<file path="config.mk">
export PLATFORM = sky130hd
export DESIGN_NAME = cac_clock
export DESIGN_NICKNAME = d
export VERILOG_FILES = /design/src/hw/cac_pkg.sv /design/src/hw/cac_clock.sv
export VERILOG_INCLUDE_DIRS = /design/src /design/src/hw
export SDC_FILE = /design/constraint.sdc
export NUM_CORES = 1
export LEC_CHECK = 0
export ABC_AREA = 1
export BUFFER_PORTS_ARGS = -buffer_cell sky130_fd_sc_hd__buf_2
export CAP_MARGIN = 30
export CORE_MARGIN = 2
export CORE_UTILIZATION = 45
export CTS_BUF_LIST = sky130_fd_sc_hd__clkbuf_2 sky130_fd_sc_hd__clkbuf_4 sky130_fd_sc_hd__clkbuf_8
export CTS_CLUSTER_SIZE = 14
export DETAILED_ROUTE_END_ITERATION = 16
export PLACE_DENSITY = 0.59
export SYNTH_ARGS = -nofsm -noshare
export SYNTH_HDL_FRONTEND = slang
export SYNTH_SLANG_ARGS = --single-unit
</file>
<file path="constraint.sdc">
create_clock -name core_clk -period 9.62 [get_ports core_clk]
set_clock_uncertainty 0.2 [all_clocks]
set_input_delay 1.924 -clock core_clk [delete_from_list [all_inputs] [get_ports core_clk]]
set_output_delay 1.924 -clock core_clk [all_outputs]
set_load 0.05 [all_outputs]
</file>
<file path="src/hw/cac_map.svh">
// register offsets, field ranges, masks and limits of the calendar clock
`ifndef CAC_MAP_SVH
`define CAC_MAP_SVH
`define CAC_OFF_DIV 6'h00
`define CAC_OFF_LDATE 6'h04
`define CAC_OFF_LTIME 6'h08
`define CAC_OFF_CTRL 6'h0c
`define CAC_OFF_ADATE 6'h10
`define CAC_OFF_ATIME 6'h14
`define CAC_OFF_CDATE 6'h18
`define CAC_OFF_CTIME 6'h1c
`define CAC_OFF_RAW 6'h20
`define CAC_OFF_INTE 6'h24
`define CAC_OFF_INTERRUPT_FORCE 6'h28
`define CAC_OFF_INTERRUPT_STATUS 6'h2c
`define CAC_YEAR_F 23:12
`define CAC_MONTH_F 11:8
`define CAC_DAY_F 4:0
`define CAC_DOTW_F 26:24
`define CAC_HOUR_F 20:16
`define CAC_MIN_F 13:8
`define CAC_SEC_F 5:0
`define CAC_DIV_F 15:0
`define CAC_CTRL_EN 0
`define CAC_CTRL_LOAD 4
`define CAC_CTRL_LEAP 8
`define CAC_GEN_BIT 28
`define CAC_YEAR_ENA 26
`define CAC_MONTH_ENA 25
`define CAC_DAY_ENA 24
`define CAC_DOTW_ENA 31
`define CAC_HOUR_ENA 30
`define CAC_MIN_ENA 29
`define CAC_SEC_ENA 28
`define CAC_IRQ_BIT 0
`define CAC_ZERO32 32'h0000_0000
`define CAC_MASK_DIV 32'h0000_ffff
`define CAC_MASK_DATE 32'h00ff_ff1f
`define CAC_MASK_TIME 32'h071f_3f3f
`define CAC_MASK_CTRL 32'h0000_0101
`define CAC_MASK_ADATE 32'h17ff_ff1f
`define CAC_MASK_ATIME 32'hf71f_3f3f
`define CAC_MASK_IRQ 32'h0000_0001
`define CAC_SEC_MAX 6'h3b
`define CAC_MIN_MAX 6'h3b
`define CAC_HOUR_MAX 5'h17
`define CAC_DOTW_MAX 3'h6
`define CAC_MON_MAX 4'hc
`define CAC_FEB 4'h2
`define CAC_APR 4'h4
`define CAC_JUN 4'h6
`define CAC_SEP 4'h9
`define CAC_NOV 4'hb
`define CAC_DAY_28 5'h1c
`define CAC_DAY_29 5'h1d
`define CAC_DAY_30 5'h1e
`define CAC_DAY_31 5'h1f
`define CAC_DAY_FIRST 5'h01
`define CAC_MON_FIRST 4'h1
`define CAC_LEAP_F 1:0
`define CAC_LEAP_REM 2'h0
`endif

</file>
<file path="src/hw/cac_pkg.sv">
// field types of the calendar clock
package cac_pkg;
   typedef logic [11:0] cac_year_t;
   typedef logic [3:0] cac_month_t;
   typedef logic [4:0] cac_day_t;
   typedef logic [2:0] cac_dotw_t;
   typedef logic [4:0] cac_hour_t;
   typedef logic [5:0] cac_min_t;
   typedef logic [15:0] cac_div_t;
endpackage

</file>
<file path="src/hw/cac_clock.sv">
// calendar clock with alarm, register port and reference pin divider
`timescale 1ns/100ps
`include "cac_map.svh"

// Notes on behaviour
// - alarm compares only enabled fields
// - alarm interrupt raises a wake-up request
// - dormant wake needs pin reference, preset alarm
// - divider: 16 bits, ratio minus one, zero
// - date setup: year, month, day fields
// - time setup: weekday, hour, minute, second
// - weekday Sunday zero through Saturday six
// - leap override suppresses February 29
// - run enable; active bit after crossing
// - load bit self-clears, loads setup values
// - twelve words from offset zero
// - status is raw and enable, or force
// - reading time snapshots the date
// - year divisible by four gives Feb 29
// - tick divides reference by value plus one
// - load works while running
module cac_clock
   import cac_pkg::*;
(
   input wire logic core_clk,
   input wire logic reset,
   input wire logic ref_clk_pin,
   input wire logic [5:0] reg_addr,
   input wire logic reg_wr,
   input wire logic reg_rd,
   input wire logic [31:0] reg_wdata,
   output logic [31:0] reg_rdata,
   output logic irq_out,
   output logic wake_out
);

   // reference pin synchroniser and edge detect
   logic ref_s1_reg, ref_s2_reg, ref_s3_reg, ref_lvl_reg;
   wire ref_agree = ref_s2_reg == ref_s3_reg;
   wire ref_edge = ref_agree && ref_s3_reg && !ref_lvl_reg;

   always_ff @(posedge core_clk or posedge reset) begin
      if (reset) begin
         ref_s1_reg <= 1'b0;
         ref_s2_reg <= 1'b0;
         ref_s3_reg <= 1'b0;
         ref_lvl_reg <= 1'b0;
      end else begin
         ref_s1_reg <= ref_clk_pin;
         ref_s2_reg <= ref_s1_reg;
         ref_s3_reg <= ref_s2_reg;
         if (ref_agree) begin
            ref_lvl_reg <= ref_s3_reg;
         end
      end
   end

   // software registers
   logic [31:0] div_reg, ldate_reg, ltime_reg, ctrl_reg;
   logic [31:0] adate_reg, atime_reg, inte_reg, interrupt_force_reg;
   logic [31:0] snap_reg;
   logic load_pend_reg, active_reg, raw_reg, wake_reg;

   wire wr_div = reg_wr && reg_addr == `CAC_OFF_DIV;
   wire wr_ldate = reg_wr && reg_addr == `CAC_OFF_LDATE;
   wire wr_ltime = reg_wr && reg_addr == `CAC_OFF_LTIME;
   wire wr_ctrl = reg_wr && reg_addr == `CAC_OFF_CTRL;
   wire wr_adate = reg_wr && reg_addr == `CAC_OFF_ADATE;
   wire wr_atime = reg_wr && reg_addr == `CAC_OFF_ATIME;
   wire wr_inte = reg_wr && reg_addr == `CAC_OFF_INTE;
   wire wr_interrupt_force = reg_wr && reg_addr == `CAC_OFF_INTERRUPT_FORCE;
   wire rd_ctime = reg_rd && reg_addr == `CAC_OFF_CTIME;
   wire load_set = wr_ctrl && reg_wdata[`CAC_CTRL_LOAD];
   wire load_apply = load_pend_reg && ref_edge;

   always_ff @(posedge core_clk or posedge reset) begin
      if (reset) begin
         div_reg <= `CAC_ZERO32;
         ldate_reg <= `CAC_ZERO32;
         ltime_reg <= `CAC_ZERO32;
         ctrl_reg <= `CAC_ZERO32;
         adate_reg <= `CAC_ZERO32;
         atime_reg <= `CAC_ZERO32;
         inte_reg <= `CAC_ZERO32;
         interrupt_force_reg <= `CAC_ZERO32;
      end else begin
         if (wr_div)
            div_reg <= reg_wdata & `CAC_MASK_DIV;
         if (wr_ldate)
            ldate_reg <= reg_wdata & `CAC_MASK_DATE;
         if (wr_ltime)
            ltime_reg <= reg_wdata & `CAC_MASK_TIME;
         if (wr_ctrl)
            ctrl_reg <= reg_wdata & `CAC_MASK_CTRL;
         if (wr_adate)
            adate_reg <= reg_wdata & `CAC_MASK_ADATE;
         if (wr_atime)
            atime_reg <= reg_wdata & `CAC_MASK_ATIME;
         if (wr_inte)
            inte_reg <= reg_wdata & `CAC_MASK_IRQ;
         if (wr_interrupt_force)
            interrupt_force_reg <= reg_wdata & `CAC_MASK_IRQ;
      end
   end

   // load request waits for the next reference edge; a new request wins
   always_ff @(posedge core_clk or posedge reset) begin
      if (reset) begin
         load_pend_reg <= 1'b0;
      end else if (load_set) begin
         load_pend_reg <= 1'b1;
      end else if (load_apply) begin
         load_pend_reg <= 1'b0;
      end
   end

   // run enable takes effect on a reference edge
   always_ff @(posedge core_clk or posedge reset) begin
      if (reset) begin
         active_reg <= 1'b0;
      end else if (ref_edge) begin
         active_reg <= ctrl_reg[`CAC_CTRL_EN];
      end
   end

   // one-second divider
   cac_div_t cnt_reg;
   wire cnt_zero = cnt_reg == div_reg[`CAC_DIV_F];
   wire tick = ref_edge && active_reg && cnt_zero;

   always_ff @(posedge core_clk or posedge reset) begin
      if (reset) begin
         cnt_reg <= '0;
      end else if (!active_reg || tick) begin
         cnt_reg <= '0;
      end else if (ref_edge) begin
         cnt_reg <= cnt_reg + 16'h0001;
      end
   end

   // time counters
   cac_year_t year_reg;
   cac_month_t mon_reg;
   cac_day_t day_reg;
   cac_dotw_t dotw_reg;
   cac_hour_t hour_reg;
   cac_min_t min_reg, sec_reg;

   wire is_leap = year_reg[`CAC_LEAP_F] == `CAC_LEAP_REM
      && !ctrl_reg[`CAC_CTRL_LEAP];
   wire short_mon = mon_reg == `CAC_APR || mon_reg == `CAC_JUN
      || mon_reg == `CAC_SEP || mon_reg == `CAC_NOV;
   wire cac_day_t feb_last = is_leap ? `CAC_DAY_29 : `CAC_DAY_28;
   wire cac_day_t mon_last = mon_reg == `CAC_FEB ? feb_last
      : short_mon ? `CAC_DAY_30 : `CAC_DAY_31;

   wire sec_wrap = sec_reg == `CAC_SEC_MAX;
   wire min_wrap = min_reg == `CAC_MIN_MAX;
   wire hour_wrap = hour_reg == `CAC_HOUR_MAX;
   wire day_wrap = day_reg == mon_last;
   wire mon_wrap = mon_reg == `CAC_MON_MAX;
   wire dotw_wrap = dotw_reg == `CAC_DOTW_MAX;
   wire c_min = sec_wrap;
   wire c_hour = c_min && min_wrap;
   wire c_day = c_hour && hour_wrap;
   wire c_mon = c_day && day_wrap;
   wire c_year = c_mon && mon_wrap;

   wire cac_min_t sec_next = sec_wrap ? '0 : sec_reg + 6'h01;
   wire cac_min_t min_next = !c_min ? min_reg
      : min_wrap ? '0 : min_reg + 6'h01;
   wire cac_hour_t hour_next = !c_hour ? hour_reg
      : hour_wrap ? '0 : hour_reg + 5'h01;
   wire cac_dotw_t dotw_next = !c_day ? dotw_reg
      : dotw_wrap ? '0 : dotw_reg + 3'h1;
   wire cac_day_t day_next = !c_day ? day_reg
      : day_wrap ? `CAC_DAY_FIRST : day_reg + 5'h01;
   wire cac_month_t mon_next = !c_mon ? mon_reg
      : mon_wrap ? `CAC_MON_FIRST : mon_reg + 4'h1;
   wire cac_year_t year_next = c_year ? year_reg + 12'h001 : year_reg;

   always_ff @(posedge core_clk or posedge reset) begin
      if (reset) begin
         year_reg <= '0;
         mon_reg <= '0;
         day_reg <= '0;
         dotw_reg <= '0;
         hour_reg <= '0;
         min_reg <= '0;
         sec_reg <= '0;
      end else if (load_apply) begin
         year_reg <= ldate_reg[`CAC_YEAR_F];
         mon_reg <= ldate_reg[`CAC_MONTH_F];
         day_reg <= ldate_reg[`CAC_DAY_F];
         dotw_reg <= ltime_reg[`CAC_DOTW_F];
         hour_reg <= ltime_reg[`CAC_HOUR_F];
         min_reg <= ltime_reg[`CAC_MIN_F];
         sec_reg <= ltime_reg[`CAC_SEC_F];
      end else if (tick) begin
         year_reg <= year_next;
         mon_reg <= mon_next;
         day_reg <= day_next;
         dotw_reg <= dotw_next;
         hour_reg <= hour_next;
         min_reg <= min_next;
         sec_reg <= sec_next;
      end
   end

   // alarm compare on the counters one cycle after each tick
   logic tick_d_reg;
   wire gen = adate_reg[`CAC_GEN_BIT];
   wire m_year = !adate_reg[`CAC_YEAR_ENA]
      || adate_reg[`CAC_YEAR_F] == year_reg;
   wire m_mon = !adate_reg[`CAC_MONTH_ENA]
      || adate_reg[`CAC_MONTH_F] == mon_reg;
   wire m_day = !adate_reg[`CAC_DAY_ENA]
      || adate_reg[`CAC_DAY_F] == day_reg;
   wire m_dotw = !atime_reg[`CAC_DOTW_ENA]
      || atime_reg[`CAC_DOTW_F] == dotw_reg;
   wire m_hour = !atime_reg[`CAC_HOUR_ENA]
      || atime_reg[`CAC_HOUR_F] == hour_reg;
   wire m_min = !atime_reg[`CAC_MIN_ENA]
      || atime_reg[`CAC_MIN_F] == min_reg;
   wire m_sec = !atime_reg[`CAC_SEC_ENA]
      || atime_reg[`CAC_SEC_F] == sec_reg;
   wire all_match = m_year && m_mon && m_day && m_dotw
      && m_hour && m_min && m_sec;
   wire int_status = (raw_reg && inte_reg[`CAC_IRQ_BIT])
      || interrupt_force_reg[`CAC_IRQ_BIT];

   always_ff @(posedge core_clk or posedge reset) begin
      if (reset) begin
         tick_d_reg <= 1'b0;
         raw_reg <= 1'b0;
         wake_reg <= 1'b0;
      end else begin
         tick_d_reg <= tick;
         wake_reg <= int_status;
         if (!gen) begin
            raw_reg <= 1'b0;
         end else if (tick_d_reg) begin
            raw_reg <= all_match;
         end
      end
   end

   assign irq_out = int_status;
   assign wake_out = wake_reg;

   // read path
   wire [31:0] cdate_now = {8'h00, year_reg, mon_reg, 3'h0,
      day_reg};
   wire [31:0] ctime_now = {5'h00, dotw_reg, 3'h0, hour_reg, 2'h0,
      min_reg, 2'h0, sec_reg};
   wire [31:0] ctrl_rd = {ctrl_reg[31:5], load_pend_reg,
      ctrl_reg[3:2], active_reg, ctrl_reg[0]};
   wire [31:0] adate_rd = {adate_reg[31:30], raw_reg, adate_reg[28:0]};
   wire [31:0] raw_rd = {31'h0000_0000, raw_reg};
   wire [31:0] interrupt_status_rd = {31'h0000_0000, int_status};
   wire [31:0] rd_mux =
      reg_addr == `CAC_OFF_DIV ? div_reg
      : reg_addr == `CAC_OFF_LDATE ? ldate_reg
      : reg_addr == `CAC_OFF_LTIME ? ltime_reg
      : reg_addr == `CAC_OFF_CTRL ? ctrl_rd
      : reg_addr == `CAC_OFF_ADATE ? adate_rd
      : reg_addr == `CAC_OFF_ATIME ? atime_reg
      : reg_addr == `CAC_OFF_CDATE ? snap_reg
      : reg_addr == `CAC_OFF_CTIME ? ctime_now
      : reg_addr == `CAC_OFF_RAW ? raw_rd
      : reg_addr == `CAC_OFF_INTE ? inte_reg
      : reg_addr == `CAC_OFF_INTERRUPT_FORCE ? interrupt_force_reg
      : reg_addr == `CAC_OFF_INTERRUPT_STATUS ? interrupt_status_rd
      : `CAC_ZERO32;

   always_ff @(posedge core_clk or posedge reset) begin
      if (reset) begin
         reg_rdata <= `CAC_ZERO32;
         snap_reg <= `CAC_ZERO32;
      end else begin
         if (reg_rd)
            reg_rdata <= rd_mux;
         if (rd_ctime)
            snap_reg <= cdate_now;
      end
   end
endmodule // cac_clock

</file>
# ---- After elaboration in Yosys (flattened, before gate mapping)
# Cells that the tools add are included.
dict set report word_totals {
  regBits 229
  inputBits 43
}
dict set report classes {
  add_sub_neg 8
  n_eq_ne 32
  mux 47
  n_reduce_logical 64
}
# cell n
set op_table {}
lappend op_table {{32-bit 2-to-1 mux} 6}
lappend op_table {{27-bit 2-to-1 mux} 2}
lappend op_table {{6-bit 2-to-1 mux} 7}
lappend op_table {{5-bit 2-to-1 mux} 8}
lappend op_table {{6-bit equality test, second input constant} 6}
lappend op_table {{12-bit 2-to-1 mux} 3}
lappend op_table {{16-bit 2-to-1 mux} 2}
lappend op_table {{1-bit logical AND} 27}
lappend op_table {{6-bit by 5-bit equality test with 1-bit output, second input constant} 4}
lappend op_table {{16-bit by 1-bit adder with 16-bit output, second input constant} 1}
lappend op_table {{16-bit equality test} 1}
lappend op_table {{4-bit 2-to-1 mux} 4}
lappend op_table {{2-bit nonzero test} 8}
lappend op_table {{5-bit equality test} 3}
lappend op_table {{12-bit by 1-bit adder with 12-bit output, second input constant} 1}
lappend op_table {{6-bit by 1-bit adder with 6-bit output, second input constant} 2}
lappend op_table {{12-bit equality test} 1}
lappend op_table {{4-bit equality test, second input constant} 3}
lappend op_table {{6-bit by 4-bit equality test with 1-bit output, second input constant} 2}
lappend op_table {{6-bit equality test} 2}
lappend op_table {{1-bit logical OR} 12}
lappend op_table {{3-bit 2-to-1 mux} 4}
lappend op_table {{5-bit by 1-bit adder with 5-bit output, second input constant} 2}
lappend op_table {{1-bit logical NOT} 10}
lappend op_table {{16 further kinds} 30}

# ---- Longest topological paths before layout
dict set report logic_depth {
  depth_word 14
  depth_mapped 13
  mapped_depth_nobuf 12
}

# ---- Least setup slack after synthesis
# OpenSTA, ideal clock, no wires.
dict set report synth_timing {
  path_type {input port to flip-flop}
  start {input port reg_addr[4]}
  end {register reg_rdata[13]}
  setup_ns 0.120
  arrival_ns 2.949
  required_time_ns 9.300
  setup_slack_ns 6.350
  stages 10
  n_path_buf 1
  path_cell_list {inv_2 > nor2_2 > inv_2 > nor2_4 > inv_2 > buf_2 > o22ai_1 > o21ai_0 > o21ai_1 > nand2_1}
}
dict set report synth_between {
  elab_chain_cells 9
  elab_cells_between_ends 16
}
# element line
set synth_lines {}
lappend synth_lines {{start: declaration} cac_clock.sv:28} ;# input wire logic [5:0] reg_addr,
lappend synth_lines {{6-bit by 5-bit equality test with 1-bit output (no line)} n/a}
lappend synth_lines {{27-bit 2-to-1 mux (no line) (2 in a row)} n/a}
lappend synth_lines {{32-bit 2-to-1 mux (no line) (5 in a row)} n/a}
lappend synth_lines {{32-bit 2-to-1 mux (no line) *} n/a}
lappend synth_lines {{end signal: assignment} cac_clock.sv:278} ;# reg_rdata <= `CAC_ZERO32;
lappend synth_lines {{end signal: assignment} cac_clock.sv:282} ;# reg_rdata <= rd_mux;
lappend synth_lines {{end: declaration} cac_clock.sv:32} ;# output logic [31:0] reg_rdata,
# Every way passes the cells marked *; elsewhere a longest branch is shown, timed or not.
# A chain may end at the register's enable or synchronous reset.

# ---- Worst setup path after layout
dict set report layout_timing {
  start {input port reg_addr[2]}
  end {register ltime_reg[1]}
}
dict set report layout_between {
  elab_chain_cells 2
}
# element line
set layout_lines {}
lappend layout_lines {{6-bit by 4-bit equality test with 1-bit output (no line)} n/a}
lappend layout_lines {{1-bit logical AND (no line)} n/a}
lappend layout_lines {{end signal: assignment} cac_clock.sv:80} ;# ltime_reg <= `CAC_ZERO32;
lappend layout_lines {{end signal: assignment} cac_clock.sv:92} ;# ltime_reg <= reg_wdata & `CAC_MASK_TIME;
lappend layout_lines {{end: declaration} cac_clock.sv:59} ;# logic [31:0] div_reg, ldate_reg, ltime_reg, ctrl_reg;
# Every way passes these cells.

==> run metrics <==
IO Pins 77; fin worst setup slack 5.18 ns; #FFs+latches synth 228; syn_nets 1525; CP Launch Type input port; syn avg cell area 8.03 um^2; largest cells by area after synthesis dfrtp_1, nand2_1, o21ai_0; pre-CTS WS 4.62 ns; number of synthesized flops with an enable pin 0; core area 0.0259 mm^2; Rel. slew slack 39.0%; final setup fails 0; via count 10402; sequential area share after synthesis 48.3%; Critical Path RT 9.82 ns; largest net degree at the start of global routing 74; max-cap violations 0; Initial Util 45.6%; Cells after Synth 1470; clock slew at reported path FFs 0.05 ns; post-CTS setup buffer count 0; Yosys top cell area share 48.3%; cts bufs inserted 41; setup TNS 0 ns; Setup CP Type in2reg; initial antenna violation count 0; final instance area 0.0134 mm^2; Routed WL 35.9 mm; status completed; Placement Cell Area 0.0124 mm^2; Die Y 166 um; clk root buf clkbuf_8; initial DRC count 992; synthesized area 0.0118 mm^2; DR WL/cell 18.9 um; Max Freq 0.225 GHz; I/O Buffers 74; clock buffer depth 3; cts hold-fix bufs 0; CTS Sinks 228; RSZ-0062 raised after global routing no; CP Max Fanout 22; ys async rst share 100%; CTS tree built; Fillers 2460; Placer Congestion 0.917; Hold Crit Class reg2reg; total global-route track usage 26.1%; leakage 6.39 nW; yosys warns 0; pwr/cell area 180 mW/mm^2; Final ANT Viol Nets 0; CP arrival 4.64 ns; synth unique cells 50; Post-DP HPWL 24.8 mm; via/cell ratio 5.47; Final min period 4.44 ns; max reg flops 31; Top FF cell, synth dfrtp_1; die area 0.0276 mm^2; GR Overflow Total 0; worst vdd ir 0.113 mV; reg-to-reg slack, setup 6.42 ns; number of global-route vias before repair 10152; Final Slew Violations 0; Placed Cells 1826; share of layout cells above drive strength 1 13.6%; Synth area leader dfrtp_1; Least-Margin Pin Slew 0.911 ns; Area Overhead vs Synth 13.0%; drt pass-1 iters 6; latest clock arrival within the worst-skew pair 0.55 ns; H-tree Lvls 2; FP Rows 59; CTS resizes 0; Finished Layout Cells 1903; die width 166 um; Tcrit/Tclk final 46.1%; Hold Violations, Final 0; Nets 1591; first-pass GRT wire length 57.0 mm; Critical Path End Type register; DR DRC count 0
-- final cells by class --
| class | count | area, um^2 | area share, % |
|---|---|---|---|
| sequential | 228 | 5710 | 42.7 |
| multi-input combinational | 1025 | 5230 | 39.2 |
| clock buffer | 67 | 835 | 6.25 |
| inverter | 150 | 571 | 4.27 |
| timing repair buffer | 90 | 551 | 4.12 |
| tap | 335 | 419 | 3.14 |
| clock inverter | 7 | 37.5 | 0.281 |
| antenna | 1 | 2.50 | 0.0187 |
-- kinds of logic (layout without fill, tap and decap cells) --
logic type               count (synthesis)  count (layout)  share of synthesized area [%]
XOR/XNOR                                68              68                           5.04
adder cells (fa/ha/maj)                 12              12                           1.27
other                                    1               2                         0.0318
AO/OA/AOI/OAI                          321             321                           14.9
flip-flops                             228             228                           48.3
buffers and inverters                  217             314                           7.41
AND/OR/NAND/NOR                        618             618                           22.6
multiplexers                             5               5                          0.456
-- critical path, stage by stage --
cell and delay, ns:
buf_2 0.12, inv_2 0.07, nand2_1 0.06, nor2_1 0.10
buf_4 0.30, nand2_1 0.45, inv_2 0.49, nand2_1 0.53
buf_4 0.41, nand2_1 0.08, o21ai_0 0.07
-- stage by stage --
stage                     total power [mW]  hold WS (ns)  utilization [%]
final                                 2.41         0.153             51.5
after global routing                  2.53         0.166             51.5
after CTS                             2.42         0.156             51.3
after detailed placement              1.45         0.142             47.9
after global placement                1.44         0.138             47.8
after floorplan                       1.34         0.131                -
-- power by group --
group	switching [mW]	internal, mW
Combinational	0.188	0.111
Clock	0.421	0.548
Sequential	0.0951	1.04
Total	0.704	1.70
-- placed cells by master, fill, tap and decap left out, types with 4 or more instances in the layout --
cell type	Yosys	layout
nor4_1	5	5
buf_2	19	74
nor2_2	8	8
a221oi_1	6	6
o21ai_0	186	186
dfrtp_1	228	228
nand2_2	5	5
clkbuf_4	0	14
nand3_1	87	87
xor2_1	40	40
nor2_1	91	91
a32o_1	4	4
clkbuf_8	0	53
ha_1	12	12
inv_1	135	134
nand2_1	361	361
xnor2_1	28	28
nand4_1	27	27
buf_4	5	13
o21ai_1	31	31
clkinv_2	0	6
o22ai_1	24	24
a21oi_1	47	47
o211ai_1	8	8
nor3_1	16	16
inv_2	14	14
-- Yosys cell counts (8+ instances only) --
| master | instances |
|---|---|
| o211ai_1 | 8 |
| ha_1 | 12 |
| nand2_1 | 361 |
| o21ai_1 | 31 |
| buf_2 | 19 |
| o22ai_1 | 24 |
| inv_1 | 135 |
| o21ai_0 | 186 |
| nand3_1 | 87 |
| nor2_2 | 8 |
| inv_2 | 14 |
| xor2_1 | 40 |
| nor2_1 | 91 |
| nor3_1 | 16 |
| clkbuf_1 | 37 |
| a21oi_1 | 47 |
| dfrtp_1 | 228 |
| nand4_1 | 27 |
| xnor2_1 | 28 |
-- per-layer routing --
metal  vias to the layer above  GRT usage [%]  share of wire [%]
met2                       323           42.5                 47
met3                        89           4.03                5.4
met1                      5006           35.1                 44
met5                         -              0                  0
li1                       4984              -                  -
met4                         0           10.8                4.0
-- worst paths after layout --
kind / startpoint / endpoint / cells after the start
setup / recovery: reg_addr[2] / ltime_reg[1] / 11
hold / removal: ref_s1_reg / ref_s2_reg / 0
setup reg to reg: ref_s2_reg / hour_reg[2] / 10
hold reg to reg: ref_s1_reg / ref_s2_reg / 0
max in group asynchronous: reset / adate_reg[4] / 4
min in group asynchronous: reset / wake_out / 2
No activity file was read; power rests on OpenSTA's default activity.
